$ cat config.mk
export PLATFORM = sky130hd
export DESIGN_NAME = rcu_device_flat
export DESIGN_NICKNAME = d
export VERILOG_FILES = /design/src/hw/rcu_pkg.sv /design/src/hw/rcu_if.sv /design/src/hw/rcu_device.sv /design/src/flat_wrapper.sv
export VERILOG_INCLUDE_DIRS = /design/src /design/src/hw
export SDC_FILE = /design/constraint.sdc
export NUM_CORES = 1
export LEC_CHECK = 0
export BUFFER_PORTS_ARGS = -buffer_cell sky130_fd_sc_hd__buf_2
export CAP_MARGIN = 30
export CORE_MARGIN = 4
export CORE_UTILIZATION = 38
export DETAILED_ROUTE_END_ITERATION = 8
export MAX_ROUTING_LAYER = met4
export PLACE_DENSITY = 0.5
export REMOVE_ABC_BUFFERS = 1
export SETUP_SLACK_MARGIN = 0.2
export SYNTH_ARGS = -nofsm -noshare
export SYNTH_HDL_FRONTEND = slang
export SYNTH_SLANG_ARGS = --single-unit
export TNS_END_PERCENT = 50
$ cat constraint.sdc
create_clock -name sys_clk -period 9.2 [get_ports sys_clk]
set_input_delay 2.76 -clock sys_clk [delete_from_list [all_inputs] [get_ports sys_clk]]
set_output_delay 2.76 -clock sys_clk [all_outputs]
set_load 0.005 [all_outputs]
$ cat src/hw/rcu_consts.svh
// Constants of the clock calibration, unlock and event block.
// Included by both ends, the device and the host.
`ifndef RCU_CONSTS_SVH
`define RCU_CONSTS_SVH
`define RCU_A_CFG 8'hA1
`define RCU_A_HTH 8'hA2
`define RCU_A_SEC 8'hA3
`define RCU_A_MIN 8'hA4
`define RCU_A_HOUR 8'hA5
`define RCU_A_IVAL 8'hA6
`define RCU_A_IE2 8'hA9
`define RCU_A_KEY 8'hC1
`define RCU_A_PWR 8'hC5
`define RCU_A_NOM 8'hF6
`define RCU_A_TEMP 8'hF7
`define RCU_A_PIN 8'hFF
`define RCU_KEY_PWR 8'hA7
`define RCU_KEY_TIME 8'hEA
`define RCU_B_CALEN 7
`define RCU_B_MIDN 6
`define RCU_B_ALRM 5
`define RCU_B_TFH 4
`define RCU_B_ITEN 1
`define RCU_B_SIT 0
`define RCU_B_ETI 2
`define RCU_HOUR_24 8'h17
`define RCU_HOUR_256 8'hFF
`define RCU_HTH_LAST 8'h63
`define RCU_MS_LAST 8'h3B
`define RCU_STEP_NORM 16'h0064
`define RCU_STEP_FAST 16'h30D4
`define RCU_STEP_500 16'h03E8
`define RCU_COMP_LIM 9'sh07C
`define RCU_COMP_SCALE 18'sh00064
`define RCU_PULSE_PPM 18'sh005F6
`endif

$ cat src/hw/rcu_pkg.sv
// Types shared by both ends of the block.
// Assumes rcu_consts.svh is on the include path.
package rcu_pkg;
    typedef enum logic [1:0] {RCU_F_1HZ, RCU_F_512HZ, RCU_F_500HZ, RCU_F_16K} rcu_fsel_e;
    typedef enum logic [1:0] {RCU_IT_128, RCU_IT_SEC, RCU_IT_MIN, RCU_IT_HOUR} rcu_itbase_e;
    typedef enum {H_IDLE, H_KEY, H_WR, H_CLR, H_RD, H_RDW, H_TIME, H_TW, H_ACK, H_DONE} rcu_hstate_e;
endpackage

$ cat src/hw/rcu_if.sv
// Special-function register link between core and clock block.
// Both ends share sys_clk; no tristate here.
`timescale 1ns/1ps
interface rcu_if;
    logic [7:0] sfr_addr;
    logic [7:0] sfr_wdata;
    logic sfr_we;
    logic sfr_re;
    logic [7:0] sfr_rdata;
    logic clk_irq_request;
    logic irq_vector_ack;
    logic deep_sleep;
    logic wake;
    modport device (
        input sfr_addr, sfr_wdata, sfr_we, sfr_re, irq_vector_ack, deep_sleep,
        output sfr_rdata, clk_irq_request, wake
    );
    modport host (
        output sfr_addr, sfr_wdata, sfr_we, sfr_re, irq_vector_ack, deep_sleep,
        input sfr_rdata, clk_irq_request, wake
    );
endinterface

$ cat src/hw/rcu_device.sv
// Clock block end: trims, calibration pin, pin config, unlock key,
// timekeeping, 128 Hz config domain, midnight/alarm events.
// Assumes xtal_pulse is a one-cycle pulse per 32.768 kHz crystal edge.
`timescale 1ns/1ps
`include "rcu_consts.svh"

// Behaviour
// - temp trim survives warm resets only
// - cal enable drives cal frequency out
// - select field picks window and frequency
// - software keeps reserved bit four zero
// - irq1 function field decoded to pins
// - irq0 function bit enables irq0
// - key A7 unlocks power control write
// - key EA unlocks pin config, counters
// - counters crystal domain, config 128 Hz
// - config writes land within two ticks
// - software clears key after counter write
// - software rereads hundredths, repeats on change
// - midnight on hour wrap 23/255
// - midnight sets flag, pends interrupt
// - midnight in deep sleep wakes core
// - shared enable, vectoring clears pending
// - disabled pending stays until enabled
// - flags stay set until software clears
// - pending keeps waking until serviced
// - summed trims clamped, add/remove pulses
// - fast windows clock counters 125x
module rcu_device (
    input wire logic sys_clk,
    input wire logic rst,
    input wire logic warm_rst,
    rcu_if.device bus,
    input wire logic xtal_pulse,
    output logic cal_out,
    output logic cal_oe_n,
    output logic ext_irq0_enable,
    output logic ext_irq1_enable,
    output logic ext_irq1_gpio,
    output logic battery_control_input,
    output logic [7:0] power_control,
    output logic power_control_we
);
    typedef struct packed {
        logic [7:0] key;
        logic [7:0] temp;
        logic [7:0] nom;
        logic [7:0] pin;
        logic [7:0] cfg;
        logic [7:0] cfg_sh;
        logic cfg_dirty;
        logic [7:0] ival;
        logic [7:0] ival_sh;
        logic ival_dirty;
        logic [7:0] ie2;
        logic [7:0] hth;
        logic [7:0] sec;
        logic [7:0] min;
        logic [7:0] hour;
        logic [14:0] pre;
        logic [14:0] div;
        logic [14:0] c500;
        logic sq500;
        logic signed [17:0] cacc;
        logic ins_req;
        logic del_req;
        logic [7:0] itv;
        logic pend;
        logic wake;
        logic cal;
        logic [7:0] rdata;
        logic [7:0] pwr;
        logic pwr_we;
    } rcu_dev_s;

    rcu_dev_s r;
    rcu_dev_s next_r;

    logic eff;
    logic t128;
    logic hth_t;
    logic sec_t;
    logic min_t;
    logic hour_t;
    logic midnight;
    logic alarm;
    logic it_tick;
    logic [15:0] step;
    logic [15:0] pre_sum;
    logic [15:0] c5_sum;
    logic signed [8:0] comp;
    logic unlock_t;
    logic unlock_p;

    ////////////////////////////////////////////////////////////////////////////
    // Datapath
    always_comb begin
        next_r = r;
        next_r.pwr_we = 1'b0;
        // Positive trim sum means the crystal is slow: add pulses
        comp = $signed({r.temp[7], r.temp}) + $signed({r.nom[7], r.nom});
        if (comp > `RCU_COMP_LIM) comp = `RCU_COMP_LIM;
        if (comp < -`RCU_COMP_LIM) comp = -`RCU_COMP_LIM;
        eff = (xtal_pulse && !r.del_req) || (!xtal_pulse && r.ins_req);
        if (xtal_pulse && r.del_req) next_r.del_req = 1'b0;
        if (!xtal_pulse && r.ins_req) next_r.ins_req = 1'b0;
        // Fast windows speed the counters only; the divider stays true
        step = r.pin[6] ? `RCU_STEP_FAST : `RCU_STEP_NORM;
        pre_sum = {1'b0, r.pre} + step;
        c5_sum = {1'b0, r.c500} + `RCU_STEP_500;
        t128 = eff && (r.div[7:0] == 8'hFF);
        hth_t = eff && pre_sum[15];
        sec_t = hth_t && (r.hth == `RCU_HTH_LAST);
        min_t = sec_t && (r.sec == `RCU_MS_LAST);
        hour_t = min_t && (r.min == `RCU_MS_LAST);
        midnight = hour_t && (r.hour == (r.cfg[`RCU_B_TFH] ? `RCU_HOUR_24 : `RCU_HOUR_256));
        case (rcu_pkg::rcu_itbase_e'(r.cfg[3:2]))
            rcu_pkg::RCU_IT_128: it_tick = t128;
            rcu_pkg::RCU_IT_SEC: it_tick = sec_t;
            rcu_pkg::RCU_IT_MIN: it_tick = min_t;
            rcu_pkg::RCU_IT_HOUR: it_tick = hour_t;
            default: it_tick = 1'b0;
        endcase
        it_tick = it_tick && r.cfg[`RCU_B_ITEN] && !(r.cfg[`RCU_B_SIT] && r.cfg[`RCU_B_ALRM]);
        alarm = it_tick && (r.itv + 8'h01 == r.ival);

        if (eff) begin
            next_r.div = r.div + 15'h0001;
            next_r.pre = pre_sum[14:0];
            next_r.c500 = c5_sum[14:0];
            if (c5_sum[15]) next_r.sq500 = !r.sq500;
            if (r.div == 15'h7FFF) begin
                next_r.cacc = r.cacc + `RCU_COMP_SCALE * 18'(comp);
            end
        end
        if (r.cacc >= `RCU_PULSE_PPM) begin
            next_r.cacc = next_r.cacc - `RCU_PULSE_PPM;
            next_r.ins_req = 1'b1;
        end else if (r.cacc <= -`RCU_PULSE_PPM) begin
            next_r.cacc = next_r.cacc + `RCU_PULSE_PPM;
            next_r.del_req = 1'b1;
        end
        if (hth_t) next_r.hth = sec_t ? 8'h00 : r.hth + 8'h01;
        if (sec_t) next_r.sec = min_t ? 8'h00 : r.sec + 8'h01;
        if (min_t) next_r.min = hour_t ? 8'h00 : r.min + 8'h01;
        if (hour_t) next_r.hour = midnight ? 8'h00 : r.hour + 8'h01;
        if (it_tick) next_r.itv = alarm ? 8'h00 : r.itv + 8'h01;
        // Staged config reaches the clock domain on the next 128 Hz tick
        if (t128 && r.cfg_dirty) begin
            next_r.cfg[4:0] = r.cfg_sh[4:0];
            next_r.cfg_dirty = 1'b0;
        end
        if (t128 && r.ival_dirty) begin
            next_r.ival = r.ival_sh;
            next_r.ival_dirty = 1'b0;
        end

        ////////////////////////////////////////////////////////////////////////
        // Register writes
        unlock_t = (r.key == `RCU_KEY_TIME);
        unlock_p = (r.key == `RCU_KEY_PWR);
        if (bus.sfr_we) begin
            case (bus.sfr_addr)
                `RCU_A_KEY: next_r.key = bus.sfr_wdata;
                `RCU_A_TEMP: next_r.temp = bus.sfr_wdata;
                `RCU_A_NOM: next_r.nom = bus.sfr_wdata;
                `RCU_A_IE2: next_r.ie2 = bus.sfr_wdata;
                `RCU_A_CFG: begin
                    next_r.cfg_sh = bus.sfr_wdata;
                    next_r.cfg_dirty = 1'b1;
                    // Flags clear at once by writing zero to them
                    next_r.cfg[6:5] = r.cfg[6:5] & bus.sfr_wdata[6:5];
                end
                `RCU_A_IVAL: begin
                    next_r.ival_sh = bus.sfr_wdata;
                    next_r.ival_dirty = 1'b1;
                end
                `RCU_A_PWR: begin
                    if (unlock_p) begin
                        next_r.pwr = bus.sfr_wdata;
                        next_r.pwr_we = 1'b1;
                        next_r.key = 8'h00;
                    end
                end
                `RCU_A_PIN, `RCU_A_HTH, `RCU_A_SEC, `RCU_A_MIN, `RCU_A_HOUR: begin
                    if (unlock_t) begin
                        next_r.key = 8'h00;
                        case (bus.sfr_addr)
                            `RCU_A_PIN: next_r.pin = bus.sfr_wdata;
                            `RCU_A_HTH: next_r.hth = bus.sfr_wdata;
                            `RCU_A_SEC: next_r.sec = bus.sfr_wdata;
                            `RCU_A_MIN: next_r.min = bus.sfr_wdata;
                            default: next_r.hour = bus.sfr_wdata;
                        endcase
                    end
                end
                default: ;
            endcase
        end

        ////////////////////////////////////////////////////////////////////////
        // Events: set wins over a same-cycle clear
        if (midnight) next_r.cfg[`RCU_B_MIDN] = 1'b1;
        if (alarm) next_r.cfg[`RCU_B_ALRM] = 1'b1;
        if (bus.irq_vector_ack && r.pend && r.ie2[`RCU_B_ETI]) next_r.pend = 1'b0;
        if (midnight || alarm) next_r.pend = 1'b1;
        next_r.wake = bus.deep_sleep && r.pend;

        case (rcu_pkg::rcu_fsel_e'(r.pin[6:5]))
            rcu_pkg::RCU_F_1HZ: next_r.cal = r.div[14];
            rcu_pkg::RCU_F_512HZ: next_r.cal = r.div[5];
            rcu_pkg::RCU_F_500HZ: next_r.cal = r.sq500;
            rcu_pkg::RCU_F_16K: next_r.cal = r.div[0];
            default: next_r.cal = 1'b0;
        endcase
        next_r.cal = next_r.cal && r.pin[`RCU_B_CALEN];

        case (bus.sfr_addr)
            `RCU_A_CFG: next_r.rdata = r.cfg;
            `RCU_A_HTH: next_r.rdata = r.hth;
            `RCU_A_SEC: next_r.rdata = r.sec;
            `RCU_A_MIN: next_r.rdata = r.min;
            `RCU_A_HOUR: next_r.rdata = r.hour;
            `RCU_A_IVAL: next_r.rdata = r.ival;
            `RCU_A_IE2: next_r.rdata = r.ie2;
            `RCU_A_KEY: next_r.rdata = r.key;
            `RCU_A_PWR: next_r.rdata = r.pwr;
            `RCU_A_NOM: next_r.rdata = r.nom;
            `RCU_A_TEMP: next_r.rdata = r.temp;
            `RCU_A_PIN: next_r.rdata = r.pin;
            default: next_r.rdata = 8'h00;
        endcase
        if (!bus.sfr_re) next_r.rdata = r.rdata;
    end

    ////////////////////////////////////////////////////////////////////////////
    // State register: rst is power-on, warm_rst is watchdog or pin reset
    always_ff @(posedge sys_clk) begin
        if (rst) begin
            r <= '0;
        end else if (warm_rst) begin
            r <= next_r;
            // Trims and counters ride through a warm reset
            r.key <= 8'h00;
            r.pin <= 8'h00;
            r.ie2 <= 8'h00;
            r.pend <= 1'b0;
            r.wake <= 1'b0;
            r.cal <= 1'b0;
            r.rdata <= 8'h00;
            r.pwr_we <= 1'b0;
        end else begin
            r <= next_r;
        end
    end

    ////////////////////////////////////////////////////////////////////////////
    // Outputs
    assign bus.sfr_rdata = r.rdata;
    assign bus.clk_irq_request = r.pend && r.ie2[`RCU_B_ETI];
    assign bus.wake = r.wake;
    assign cal_out = r.cal;
    assign cal_oe_n = !r.pin[`RCU_B_CALEN];
    assign ext_irq0_enable = r.pin[0];
    assign ext_irq1_gpio = (r.pin[2:1] == 2'b00);
    assign battery_control_input = (r.pin[2:1] == 2'b01);
    assign ext_irq1_enable = (r.pin[3:2] == 2'b11);
    assign power_control = r.pwr;
    assign power_control_we = r.pwr_we;
endmodule

$ cat src/flat_wrapper.sv
// flat-port wrapper written by rule: the top's interface ports become plain ports
module rcu_device_flat 
  (sys_clk, rst, warm_rst, xtal_pulse, cal_out, cal_oe_n, ext_irq0_enable, ext_irq1_enable, ext_irq1_gpio, battery_control_input, power_control, power_control_we, bus_sfr_addr, bus_sfr_wdata, bus_sfr_we, bus_sfr_re, bus_irq_vector_ack, bus_deep_sleep, bus_sfr_rdata, bus_clk_irq_request, bus_wake);
  rcu_if bus_i ();
  input wire logic sys_clk;
  input wire logic rst;
  input wire logic warm_rst;
  input wire logic xtal_pulse;
  output logic cal_out;
  output logic cal_oe_n;
  output logic ext_irq0_enable;
  output logic ext_irq1_enable;
  output logic ext_irq1_gpio;
  output logic battery_control_input;
  output logic [7:0] power_control;
  output logic power_control_we;
  input wire logic [$bits(bus_i.sfr_addr)-1:0] bus_sfr_addr;
  input wire logic [$bits(bus_i.sfr_wdata)-1:0] bus_sfr_wdata;
  input wire logic [$bits(bus_i.sfr_we)-1:0] bus_sfr_we;
  input wire logic [$bits(bus_i.sfr_re)-1:0] bus_sfr_re;
  input wire logic [$bits(bus_i.irq_vector_ack)-1:0] bus_irq_vector_ack;
  input wire logic [$bits(bus_i.deep_sleep)-1:0] bus_deep_sleep;
  output wire logic [$bits(bus_i.sfr_rdata)-1:0] bus_sfr_rdata;
  output wire logic [$bits(bus_i.clk_irq_request)-1:0] bus_clk_irq_request;
  output wire logic [$bits(bus_i.wake)-1:0] bus_wake;
  assign bus_i.sfr_addr = bus_sfr_addr;
  assign bus_i.sfr_wdata = bus_sfr_wdata;
  assign bus_i.sfr_we = bus_sfr_we;
  assign bus_i.sfr_re = bus_sfr_re;
  assign bus_i.irq_vector_ack = bus_irq_vector_ack;
  assign bus_i.deep_sleep = bus_deep_sleep;
  assign bus_sfr_rdata = bus_i.sfr_rdata;
  assign bus_clk_irq_request = bus_i.clk_irq_request;
  assign bus_wake = bus_i.wake;
  rcu_device u_core (.sys_clk(sys_clk), .rst(rst), .warm_rst(warm_rst), .bus(bus_i), .xtal_pulse(xtal_pulse), .cal_out(cal_out), .cal_oe_n(cal_oe_n), .ext_irq0_enable(ext_irq0_enable), .ext_irq1_enable(ext_irq1_enable), .ext_irq1_gpio(ext_irq1_gpio), .battery_control_input(battery_control_input), .power_control(power_control), .power_control_we(power_control_we));
endmodule
==> metrics <==
Area Overhead vs Synth 8.32%; nets 1,610; diode count 0; Synth Instances 1,522; GP Congestion 0.928; Worst EP required 9.57 ns; cell with the most instances after synthesis dfxtp_1; first-pass GRT wire length 57.2 mm; largest buffer count on any clock path 2; number of port buffers 48; vias 10,900; clk slew on worst S/H paths 0.08 ns; 1st-iter DRT viols 757; Worst slew margin 30.8%; placed cells 1,891; Pre-antenna DRT Iters 5; Hold Crit Endpoint u_core.bus.wake; Max VDD drop 0.131 mV; ys async rst share 0%; CTS Sinks 190; Num CTS Buffers 17; wire length per cell 18.7 um; count of pins over their slew limit 0; hold buffer count at cts 0; Top FF cell, synth dfxtp_1; #FFs+latches synth 190; unrepaired setup endpoints after global routing true; Final Cycle Share 92.6%; PwrDens 181 mW/mm^2; Slowest Stage Delay on Critical Path 0.47 ns; drt drc 0; design area 0.0133 mm^2; die footprint 0.0353 mm^2; top-area cell type share of the netlist area 30.9%; area leader, netlist dfxtp_1; Seq/Total Area, Yosys 30.9%; Rows 65; worst slew pin tran 1.03 ns; Core Area 0.0317 mm^2; crit path kind flop to flop; Hold Crit Class flop to flop; Max Cap Viol 0; routed vias/inst 5.67; Die Span Y 188 um; status finished clean; Initial Utilization 38.8%; EDFF count, synth 0; most instantiated cells after synthesis dfxtp_1, nor2_1, nand2_1; worst-path fanout max 6; Fmax 117 MHz; clk_skew 0.0127 ns; Pleak 5.22 nW; FF-to-FF End u_core.r[47]; area post-placement 0.0127 mm^2; main area contributors after synthesis dfxtp_1, ha_1, nor2_1, a21oi_1, nand2_1; top-level I/O count 49; CP arrival 8.89 ns; Antenna Nets Post-Route 0; Avg Cell Area, Syn 8.08 um^2; Critical Path Sink Type flop; Worst-Skew Late Latency 0.45 ns; Final Non-Filler Cells 1,924; Slowest-stage cell, CP or4_1; startpoint types flop; Post-DP HPWL 25.8 mm; Worst R2R Start u_core.r[185]; share of layout cells above drive strength 1 11.1%; hold_sp u_core.r[19]; Hold Path Stages 2; synth warn 0; Fin. Hold Viols 0; CTS tree done; Final Critical Period 8.52 ns; H-tree levels 4; total grt overflow 0; Die Width 188 um; Final setup viols 0; DRT Wirelength 35.9 mm; reg2reg setup slack 0.68 ns; GRT Total Usage 20.5%; R2R cell count 36; Mapped Area 0.0123 mm^2; number of global-route vias before repair 10,200; root buffer cell clkbuf_16; largest net degree at the start of global routing 82; synth unique cells 102; Fin Setup TNS 0 ns; Crit path top cell by count ha_1; Fillers 3,248; initial antenna violation count 0
## area by class of cell
| type | count | area [um^2] | share of cell area (%) |
|---|---|---|---|
| clock inverter | 15 | 171 | 1.29 |
| multi-input combinational | 1202 | 7940 | 59.6 |
| tap | 402 | 503 | 3.77 |
| timing repair buffer | 62 | 348 | 2.61 |
| sequential | 190 | 3800 | 28.5 |
| inverter | 36 | 135 | 1.01 |
| clock buffer | 17 | 425 | 3.19 |
## routing by layer
layer / vias up / GRT usage (%) / part of all wire (%) / wire (um)
met5: - / - / 0 / 0
met4: 0 / 5.65 / 1.9 / 672
met3: 32 / 2.62 / 4.1 / 1480
met2: 230 / 31.6 / 45 / 16300
met1: 5193 / 28.5 / 49 / 17500
li1: 5454 / - / - / -
## worst max-delay path: cells and delay by family (launching register included)
family,cells,cell delay (ns)
adder cells (fa/ha/maj),9,2.80
AO/OA/AOI/OAI,14,2.80
AND/OR/NAND/NOR,9,1.72
XOR/XNOR,3,0.51
flip-flops,1,0.42
multiplexers,1,0.19
## placed cells by master, fill, tap and decap left out, drive strengths merged, types with 15 or more instances in the layout
cell type	count
dfxtp	190
nor2	189
nand2	157
a21oi	124
nand3	95
ha	69
buf	62
xnor2	50
o21ai	44
inv	42
mux2i	39
nor3	37
xor2	36
a211oi	29
and3	23
a22oi	23
nand2b	18
clkbuf	17
or3	17
and2	15
## per-stage QoR
step                power (W)  setup WS (ns)  utilization, %  hold slack, ns
floorplan             0.00147           1.14               -           0.418
CTS                   0.00243          0.368            41.9           0.449
detailed placement    0.00165          0.419            40.0           0.438
finish                0.00241          0.682            42.0           0.443
global route          0.00256          0.123            42.0           0.477
global placement      0.00165          0.608            40.0           0.435
## flip-flops by register name, summed over array words and instances (netlist names)
register,cells
u_core.ext_irq0_enable,1
u_core.r,170
u_core.power_control,8
u_core.bus.wake,1
u_core.cal_out,1
u_core.power_control_we,1
u_core.bus.sfr_rdata,8
## power breakdown
part / total (W) / internal [W] / switching [W]
clock: 0.000771 / 0.000389 / 0.000382
sequential: 0.000969 / 0.000888 / 0.0000808
combinational: 0.000673 / 0.000276 / 0.000397
total: 0.00241 / 0.00155 / 0.000860
## cells by family after synthesis
logic type               Yosys count  synth area share, %
adder cells (fa/ha/maj)           77                 8.32
AO/OA/AOI/OAI                    350                 19.7
flip-flops                       190                 30.9
buffers and inverters            130                 4.91
XOR/XNOR                          86                 6.12
AND/OR/NAND/NOR                  636                 25.5
multiplexers                      53                 4.51
## worst max-delay path by stage
stage                             start      endpoint  slack [ns]  cells after the start
after floorplan           u_core.r[176]  u_core.r[47]        1.14                     37
after global placement    u_core.r[176]  u_core.r[47]        0.61                     37
after detailed placement  u_core.r[176]  u_core.r[47]        0.42                     37
after CTS                 u_core.r[176]  u_core.r[47]        0.37                     37
after global routing      u_core.r[176]  u_core.r[47]        0.12                     37
final                     u_core.r[185]  u_core.r[47]        0.68                     36
## repair_timing
| action | 4_1_cts | 5_1_grt |
|---|---|---|
| setup endpoints to repair | 0 | 3 |
| resized for setup | 0 | 10 |
| buffers inserted | 0 | 1 |
Power figures use the tool's default switching activity.
